--- src/bus_mode_pkg.sv ---
// constants, types and address map of the chip and bus mode decoder
package bus_mode_pkg;

    // physical address width of the cpu
    localparam int ADDR_W = 24;
    // external address bus width and pin counts
    localparam int EXT_ADDR_W  = 19;
    localparam int PORT_OUT_W  = 25;
    localparam int PORT_IO_W   = 16;
    localparam int DATA_W      = 8;
    localparam int CE_N_W      = 4;

    // bus mode encodings, one-hot
    typedef enum logic [2:0] {
        MODE_SINGLE_MAX = 3'h1,
        MODE_EXP_MIN    = 3'h2,
        MODE_EXP_MAX    = 3'h4
    } bus_mode_t;

    // software mode request codes
    localparam logic [1:0] REQ_SINGLE_MAX = 2'h0;
    localparam logic [1:0] REQ_EXP_MIN    = 2'h1;
    localparam logic [1:0] REQ_EXP_MAX    = 2'h2;

    // internal memory ranges
    localparam logic [23:0] IROM_LO   = 24'h000000;
    localparam logic [23:0] IROM_HI   = 24'h00BFFF;
    localparam logic [23:0] INTWIN_LO = 24'h00C000;
    localparam logic [23:0] INTWIN_HI = 24'h00FFFF;
    localparam logic [23:0] RAM_LO    = 24'h00D800;
    localparam logic [23:0] RAM_HI    = 24'h00F7FF;
    localparam logic [23:0] DISP_LO   = 24'h00F800;
    localparam logic [23:0] DISP_HI   = 24'h00FDFF;
    localparam logic [23:0] IO_LO     = 24'h00FF00;
    localparam logic [23:0] IO_HI     = 24'h00FFFF;
    localparam logic [23:0] FONT_LO   = 24'h010000;
    localparam logic [23:0] FONT_HI   = 24'h03FFFF;

    // external windows per boot mode
    localparam logic [23:0] EXTWIN_ROM_LO = 24'h080000;
    localparam logic [23:0] EXTWIN_ROM_HI = 24'h27FFFF;
    localparam logic [23:0] EXTWIN_EXT_LO = 24'h000000;
    localparam logic [23:0] EXTWIN_EXT_HI = 24'h1FFFFF;

    // chip select span of 512k bytes, selected by address bits 22:19
    localparam int CE_SPAN_SHIFT = 19;
    localparam logic [3:0] SPAN_0 = 4'h0;
    localparam logic [3:0] SPAN_1 = 4'h1;
    localparam logic [3:0] SPAN_2 = 4'h2;
    localparam logic [3:0] SPAN_3 = 4'h3;
    localparam logic [3:0] SPAN_4 = 4'h4;

    // program limit in expanded minimum: common area plus one bank
    localparam logic [23:0] COMMON_HI = 24'h007FFF;
    localparam logic [23:0] BANK_SIZE = 24'h008000;

    // all chip selects inactive
    localparam logic [3:0] CE_N_IDLE = 4'hF;

endpackage

--- src/cpu_access_if.sv ---
// cpu access request carried from the top into the decode module
`timescale 1ns/100ps
interface cpu_access_if;
    logic        valid;     // access requested this cycle
    logic        write;     // write when high
    logic        fetch;     // instruction fetch when high
    logic [23:0] addr;      // physical address
    logic        boot_rom;  // latched internal rom boot
    logic [2:0]  mode;      // one-hot bus mode
    logic [7:0]  bank;      // selected program bank, expanded minimum
    logic        go_ext;    // decode: access goes to external bus
    logic [3:0]  ce_n;      // decode: chip selects, active low

    // top drives requests, decoder answers
    modport top (output valid, write, fetch, addr, boot_rom, mode, bank,
                 input go_ext, ce_n);
    modport dec (input valid, write, fetch, addr, boot_rom, mode, bank,
                 output go_ext, ce_n);
endinterface

--- src/addr_decode.sv ---
// combinational address decoder for internal and external routing
`timescale 1ns/100ps
module addr_decode (
    cpu_access_if.dec acc
);

    ////////////////////////////////////////////////////////////////////////
    // true when addr lies in lo..hi inclusive
    function automatic logic in_rng(input logic [23:0] a, input logic [23:0] lo,
                                    input logic [23:0] hi);
        in_rng = (a >= lo) && (a <= hi);
    endfunction

    logic        int_hit;   // address served by internal memory
    logic        win_hit;   // address inside the external window
    logic        prog_ok;   // program fetch allowed in this mode
    logic [3:0]  span;      // 512k span index

    ////////////////////////////////////////////////////////////////////////
    // routing decision
    always_comb begin
        span    = acc.addr[22:19];
        int_hit = in_rng(acc.addr, bus_mode_pkg::INTWIN_LO, bus_mode_pkg::INTWIN_HI);
        // internal rom and font rom stay inside in rom boot
        if (acc.boot_rom) begin
            int_hit = int_hit
                || in_rng(acc.addr, bus_mode_pkg::IROM_LO, bus_mode_pkg::IROM_HI)
                || in_rng(acc.addr, bus_mode_pkg::FONT_LO, bus_mode_pkg::FONT_HI);
        end
        if (acc.boot_rom) begin
            win_hit = in_rng(acc.addr, bus_mode_pkg::EXTWIN_ROM_LO,
                             bus_mode_pkg::EXTWIN_ROM_HI);
        end else begin
            // rom range released to the outside
            win_hit = in_rng(acc.addr, bus_mode_pkg::EXTWIN_EXT_LO,
                             bus_mode_pkg::EXTWIN_EXT_HI);
        end
        // expanded minimum fetches: common area plus one bank only
        prog_ok = 1'b1;
        if (acc.mode == bus_mode_pkg::MODE_EXP_MIN && acc.fetch) begin
            prog_ok = (acc.addr <= bus_mode_pkg::COMMON_HI)
                || (acc.addr[23:15] == {1'b0, acc.bank});
        end
        // internal always wins over overlap; single chip stays inside
        acc.go_ext = acc.valid && win_hit && !int_hit && prog_ok
            && (acc.mode != bus_mode_pkg::MODE_SINGLE_MAX);
        // chip selects 1 to 3 cover one 512k span each, chip select 0 covers spans 0 and 4
        acc.ce_n = bus_mode_pkg::CE_N_IDLE;
        if (acc.go_ext) begin
            if (span == bus_mode_pkg::SPAN_1) begin
                acc.ce_n = 4'hD;
            end else if (span == bus_mode_pkg::SPAN_2) begin
                acc.ce_n = 4'hB;
            end else if (span == bus_mode_pkg::SPAN_3) begin
                acc.ce_n = 4'h7;
            end else if (span == bus_mode_pkg::SPAN_4 || span == bus_mode_pkg::SPAN_0) begin
                acc.ce_n = 4'hE;
            end
        end
    end

endmodule

--- src/chip_bus_mode.sv ---
// chip mode latch, bus mode control and external bus pin driver
//
// Notes on behaviour
// - strap high rom boot, low external boot
// - strap caught when reset releases
// - rom boot: internal rom holds common area
// - internal hits keep strobes and bus idle
// - overlap always goes to internal memory
// - external boot: rom range goes outside
// - three software bus modes
// - single chip refused in external boot
// - single chip: pins become general ports
// - single chip maps only internal ranges
// - expanded modes allowed in either boot
// - rom boot window 080000H to 27FFFFH
// - external boot window 000000H to 1FFFFFH
// - 00C000H to 00FFFFH always internal
// - expanded minimum limits program to bank
// - expanded maximum places program anywhere
// - chip select spans 512k bytes each
// - data pins: ports or data bus
// - rom boot starts with external access off
`timescale 1ns/100ps
module chip_bus_mode (
    input  wire logic        clk,
    input  wire logic        rst_n,
    input  wire logic        boot_source_select_pin, // strap
    input  wire logic        mode_wr,                // software mode write
    input  wire logic [1:0]  mode_req,               // requested mode code
    input  wire logic        bank_wr,                // bank select write
    input  wire logic [7:0]  bank_in,                // program bank
    input  wire logic        cpu_valid,              // cpu access
    input  wire logic        cpu_write,              // write access
    input  wire logic        cpu_program,            // instruction fetch
    input  wire logic [23:0] cpu_addr,               // physical address
    input  wire logic [7:0]  cpu_wdata,              // write data
    input  wire logic [24:0] port_out_data,          // general output ports
    input  wire logic [15:0] port_io_data,           // general io port data
    input  wire logic [15:0] port_io_dir,            // io port direction, 1 out
    input  wire logic [7:0]  data_pin_in,            // data pin level
    output logic             external_memory_boot_mode,
    output logic [2:0]       bus_mode,               // one-hot mode
    output logic             ext_access,             // access went external
    output logic [3:0]       ce_n,                   // chip selects
    output logic             rd_n,                   // read strobe
    output logic             wr_n,                   // write strobe
    output logic [18:0]      addr_out,               // address pins
    output logic [7:0]       data_out,               // data pin drive
    output logic [7:0]       data_oe_n,              // data pin enable, low drives
    output logic [7:0]       rdata,                  // data read from pins
    output logic [5:0]       port_extra_out,         // ports on rd, wr, ce pins
    output logic [7:0]       io_hi_out,              // upper io port drive
    output logic [7:0]       io_hi_oe_n              // upper io port enable
);

    ////////////////////////////////////////////////////////////////////////
    // whole state in one struct
    typedef struct packed {
        logic                  boot_rom;   // latched boot source
        logic                  strap_done; // strap caught since reset
        bus_mode_pkg::bus_mode_t mode;     // current bus mode
        logic [7:0]            bank;       // program bank
        logic                  ext;        // external access flag
        logic [3:0]            ce_n;       // chip select outputs
        logic                  rd_n;       // read strobe
        logic                  wr_n;       // write strobe
        logic [18:0]           addr;       // address pins
        logic [7:0]            dout;       // data pin drive
        logic [7:0]            doe_n;      // data pin enable
        logic [7:0]            rdata;      // captured read data
        logic [5:0]            pext;       // port values on strobe pins
        logic [7:0]            io_hi;      // upper io drive
        logic [7:0]            io_hi_oe_n; // upper io enable
    } state_t;

    state_t state_reg;   // registered state
    state_t state_next;  // next state

    cpu_access_if acc ();  // link to the decoder

    ////////////////////////////////////////////////////////////////////////
    // request into the decoder
    assign acc.valid    = cpu_valid;
    assign acc.write    = cpu_write;
    assign acc.fetch    = cpu_program;
    assign acc.addr     = cpu_addr;
    assign acc.boot_rom = state_reg.boot_rom;
    assign acc.mode     = state_reg.mode;
    assign acc.bank     = state_reg.bank;

    addr_decode u_dec (
        .acc (acc)
    );

    ////////////////////////////////////////////////////////////////////////
    // next state
    always_comb begin
        state_next = state_reg;
        // strap caught on first edge after reset release
        if (!state_reg.strap_done) begin
            state_next.strap_done = 1'b1;
            state_next.boot_rom   = boot_source_select_pin;
        end
        if (mode_wr && state_reg.strap_done) begin
            if (mode_req == bus_mode_pkg::REQ_SINGLE_MAX) begin
                // single chip only when booting from rom
                if (state_reg.boot_rom) begin
                    state_next.mode = bus_mode_pkg::MODE_SINGLE_MAX;
                end
            end else if (mode_req == bus_mode_pkg::REQ_EXP_MIN) begin
                state_next.mode = bus_mode_pkg::MODE_EXP_MIN;
            end else if (mode_req == bus_mode_pkg::REQ_EXP_MAX) begin
                state_next.mode = bus_mode_pkg::MODE_EXP_MAX;
            end
        end
        // external boot cannot stay in single chip
        if (state_reg.strap_done && !state_reg.boot_rom
            && state_reg.mode == bus_mode_pkg::MODE_SINGLE_MAX) begin
            state_next.mode = bus_mode_pkg::MODE_EXP_MAX;
        end
        if (bank_wr) begin
            state_next.bank = bank_in;
        end
        state_next.ext  = acc.go_ext;
        state_next.pext = 6'h00;
        case (state_reg.mode)
            bus_mode_pkg::MODE_SINGLE_MAX: begin
                // all bus pins are general ports
                state_next.ce_n       = port_out_data[24:21];
                state_next.rd_n       = port_out_data[19];
                state_next.wr_n       = port_out_data[20];
                state_next.addr       = port_out_data[18:0];
                state_next.pext       = port_out_data[24:19];
                state_next.dout       = port_io_data[7:0];
                state_next.doe_n      = ~port_io_dir[7:0];
                state_next.io_hi      = port_io_data[15:8];
                state_next.io_hi_oe_n = ~port_io_dir[15:8];
            end
            default: begin
                // idle strobes unless the access went outside
                state_next.ce_n       = acc.ce_n;
                state_next.rd_n       = !(acc.go_ext && !cpu_write);
                state_next.wr_n       = !(acc.go_ext && cpu_write);
                state_next.addr       = cpu_addr[18:0];
                // data pins as the data bus
                state_next.dout       = cpu_wdata;
                state_next.doe_n      = (acc.go_ext && cpu_write) ? 8'h00 : 8'hFF;
                state_next.io_hi      = port_io_data[15:8];
                state_next.io_hi_oe_n = ~port_io_dir[15:8];
            end
        endcase
        // captured read data from the pins
        state_next.rdata = data_pin_in;
    end

    ////////////////////////////////////////////////////////////////////////
    // state register
    always_ff @(posedge clk or negedge rst_n) begin
        if (!rst_n) begin
            state_reg.boot_rom   <= 1'b1;
            state_reg.strap_done <= 1'b0;
            state_reg.mode       <= bus_mode_pkg::MODE_SINGLE_MAX;
            state_reg.bank       <= 8'h00;
            state_reg.ext        <= 1'b0;
            state_reg.ce_n       <= bus_mode_pkg::CE_N_IDLE;
            state_reg.rd_n       <= 1'b1;
            state_reg.wr_n       <= 1'b1;
            state_reg.addr       <= 19'h00000;
            state_reg.dout       <= 8'h00;
            state_reg.doe_n      <= 8'hFF;
            state_reg.rdata      <= 8'h00;
            state_reg.pext       <= 6'h00;
            state_reg.io_hi      <= 8'h00;
            state_reg.io_hi_oe_n <= 8'hFF;
        end else begin
            state_reg <= state_next;
        end
    end

    ////////////////////////////////////////////////////////////////////////
    // outputs straight from the state register
    assign external_memory_boot_mode = ~state_reg.boot_rom;
    assign bus_mode       = state_reg.mode;
    assign ext_access     = state_reg.ext;
    assign ce_n           = state_reg.ce_n;
    assign rd_n           = state_reg.rd_n;
    assign wr_n           = state_reg.wr_n;
    assign addr_out       = state_reg.addr;
    assign data_out       = state_reg.dout;
    assign data_oe_n      = state_reg.doe_n;
    assign rdata          = state_reg.rdata;
    assign port_extra_out = state_reg.pext;
    assign io_hi_out      = state_reg.io_hi;
    assign io_hi_oe_n     = state_reg.io_hi_oe_n;
endmodule

--- config.mk ---
export PLATFORM = sky130hd
export DESIGN_NAME = chip_bus_mode
export DESIGN_NICKNAME = d
export VERILOG_FILES = /design/src/bus_mode_pkg.sv /design/src/cpu_access_if.sv /design/src/addr_decode.sv /design/src/chip_bus_mode.sv
export SDC_FILE = /design/constraint.sdc
export NUM_CORES = 1
export LEC_CHECK = 0
export ABC_CLOCK_PERIOD_IN_PS = 2550
export BUFFER_PORTS_ARGS = -buffer_cell sky130_fd_sc_hd__buf_2
export CAP_MARGIN = 20
export CORE_ASPECT_RATIO = 1.5
export CORE_MARGIN = 2
export CORE_UTILIZATION = 45
export DETAILED_ROUTE_END_ITERATION = 8
export PLACE_DENSITY_LB_ADDON = 0.05
export SLEW_MARGIN = 10
export SYNTH_ARGS = -nofsm -noshare
export SYNTH_HDL_FRONTEND = slang
export SYNTH_SLANG_ARGS = --single-unit
--- constraint.sdc ---
create_clock -name clk -period 2.55 [get_ports clk]
set_input_delay 0.255 -clock clk [delete_from_list [all_inputs] [get_ports clk]]
set_output_delay 0.255 -clock clk [all_outputs]
set_load 0.02 [all_outputs]
==> impl_metrics.tcl <==
set metrics [dict create \
    cts_sinks 85 \
    cts.repair.resized 0 \
    synthesis.area_sq_mm 0.00380 \
    final_area_sq_mm 0.00462 \
    maxSlewHeadroom_pct 45.9 \
    coreArea_sq_mm 0.00831 \
    routed_via_density 4.51 \
    synth_top_area_share_pct 40.2 \
    synth_top_family_by_area "buffers and inverters" \
    area_growth_pct 21.6 \
    yosys_warnings 0 \
    antenna_found_initial 0 \
    power.density_mw_per_mm2 897 \
    rows 41 \
    grt_pass1_wl_um 12400 \
    required_ns 2.76 \
    grt_usage_pct 17.7 \
    die_area_sq_mm 0.00921 \
    clock_skew_ns 0.00552 \
    numPortBuffers 190 \
    cts-htree-levels 3 \
    ant_nets 0 \
    path_clk_slew_ns 0.06 \
    grt_overflow 0 \
    leakage_nw 2.41 \
    numCtsBuffers 9 \
    grt_pass1_vias 2597 \
    final_common_cell "buf_2" \
    seqCellArea_sq_mm 0.00216 \
    run_status "finished, final reports clean" \
    drc 0 \
    placed_area_sq_mm 0.00431 \
    final_cells 580 \
    drv_cap 0 \
    clk_latency_ns 0.33 \
    dp_hpwl_um 6120 \
    cts-root-buf "clkbuf_16" \
    ys_ff_latch 85 \
    die_h_um 117 \
    dpl.cell_count 563 \
    synth_simple_gate_area_share_pct 14.1 \
    totalWireLength_um 8070 \
    nets 583 \
    die_x_um 79.0 \
    use_met3_pct 4.87 \
    drtPass1Iterations 4 \
    fin_tns_setup_ns 0 \
    io_pins 191 \
    fin_crit_sh_pct 74.5 \
    startpoint_type "register" \
    post_drt_wl_per_cell_um 13.9 \
    gr-usage-met2_pct 30.5 \
    critical_path_class "register to register" \
    avgSynthCellArea_sq_um 10.9 \
    met1_usage_pct 20.4 \
    largest_reg_flops 19 \
    post_synth_inst_count 349 \
    yosys-top-cells-area "dfrtp_1 (40%), dfstp_2 (17%), buf_4 (14%)" \
    cts_tree "yes" \
    holdWs_ns 0.0226 \
    tightest_slew_ns 0.809 \
    grt_start_max_net_pins 48 \
    critPathArrivalTime_ns 2.11 \
    multi_input_area_sq_um 988 \
    final_cell_mix "buf_2 (189), nand2_1 (82), dfrtp_1 (61)" \
    yosysUniqueCellTypes 39 \
    fmax_ghz 0.526 \
    worst-r2r-cell-count 4 \
    top_usage_layer "met2" \
    yosysTopAreaCell "dfrtp_1" \
    cp-end-kind "register" \
    cts-root-to-sink-buffers 2 \
    vias 2616 \
    post_cts_buffers 0 \
    synth.area.mux_share_pct 2.67 \
    rsz0062_at_grt "false" \
    fin_crit_ns 1.90 \
    gp_congestion 0.771 \
    syn_nets 464 \
    synth-xor-area-share_pct 3.52 \
    hold_class "primary input to register" \
    fillers 786 \
    synth-seq-area-share_pct 56.7 \
    layout-drive-gt1-share_pct 52.6 \
    synthAdderAreaFrac_pct 0 \
    final_core_util_pct 55.6 \
    initial_utilization_pct 45.7 \
    hold_viol_final 0 \
    n_antenna_cell 0 \
    whs_path_depth 2 \
    peakVddDrop_v 0.000452 \
    cp_max_fo 32 \
    synth_compound_area_share_pct 5.53 \
    hold_buffers 1 \
    drtIter0Drc 116 \
    drv_slew 0 \
    setup_viol 0 \
]
==> where the power goes <==
part | total (W) | switching [W] | internal, W
registers | 0.00172 | 0.0000829 | 0.00164
clock network | 0.00131 | 0.000498 | 0.000809
logic | 0.00112 | 0.000726 | 0.000395
total | 0.00415 | 0.00131 | 0.00284
==> path summary, 6_finish.rpt <==
| path | startpoint | end | slack, ns |
|---|---|---|---|
| worst max-delay path | bus_mode[0] | data_oe_n[4] | 0.65 |
| worst min-delay path | port_io_dir[15] | io_hi_oe_n[7] | 0.02 |
| worst max register to register | bus_mode[0] | data_oe_n[4] | 0.65 |
| worst min register to register | state_reg[83] | bus_mode[0] | 0.52 |
| max in group asynchronous | rst_n | data_oe_n[2] | 1.41 |
| min in group asynchronous | rst_n | addr_out[5] | 0.44 |
==> worst max-delay path: stages (launching register included) <==
cell	delay (ns)
dfstp_2	0.55
or3b_2	0.61
buf_4	0.31
o31ai_4	0.16
o211ai_1	0.16
==> through the flow <==
| stage | worst slack, ns | total power, W |
|---|---|---|
| global placement | 0.683 | 0.00286 |
| global route | 0.529 | 0.00438 |
| detailed placement | 0.623 | 0.00289 |
| CTS | 0.622 | 0.00422 |
| floorplan | 0.942 | 0.00273 |
| finish | 0.650 | 0.00415 |
==> final cells by class <==
type / count / area share [%]
flip-flops and latches: 85 / 46.7
repair buffers: 194 / 21.6
multi-input cells: 167 / 21.4
clock buffers: 12 / 5.55
well taps: 107 / 2.90
clock inverters: 4 / 1.03
inverters: 11 / 0.893
==> kinds of logic (layout without fill, tap and decap cells) <==
family | after synthesis | in the layout
xor gates and xnor gates | 11 | 11
muxes | 9 | 9
AOI/OAI and AO/OA | 26 | 26
buffers and inverters | 97 | 221
DFF | 85 | 85
other | 1 | 1
and+or+nand+nor | 120 | 120
==> metal layers <==
| metal | share of wire, % | vias to the layer above |
|---|---|---|
| li1 | - | 1275 |
| met1 | 39 | 1221 |
| met2 | 52 | 107 |
| met3 | 7.3 | 13 |
| met4 | 2.1 | 0 |
| met5 | 0 | - |
==> synthesized netlist by cell type <==
cell and number:
nand4b_1 1, xnor2_1 6, o21bai_1 1, o41ai_4 1
o22ai_1 2, nand3_2 1, nand4_1 1, and2_1 5
and3b_2 1, nor3b_1 2, a31oi_1 3, conb_1 1
a21oi_1 6, xnor2_4 2, clkbuf_1 8, o21ai_1 1
o211ai_1 8, nor4_1 2, nand2_1 82, nor3_1 4
mux2_2 9, buf_2 3, dfstp_2 24, xor2_1 3
o31ai_4 1, a22o_1 1, buf_4 72, nor4bb_1 1
nand4bb_1 1, o2bb2ai_1 1, o211a_1 1, nand3_1 4
nor2_1 11, inv_1 11, nand2b_1 1, or3b_1 1
buf_6 3, nand3b_1 2, dfrtp_1 61
Note: power is estimated with default switching activity, not from simulation.
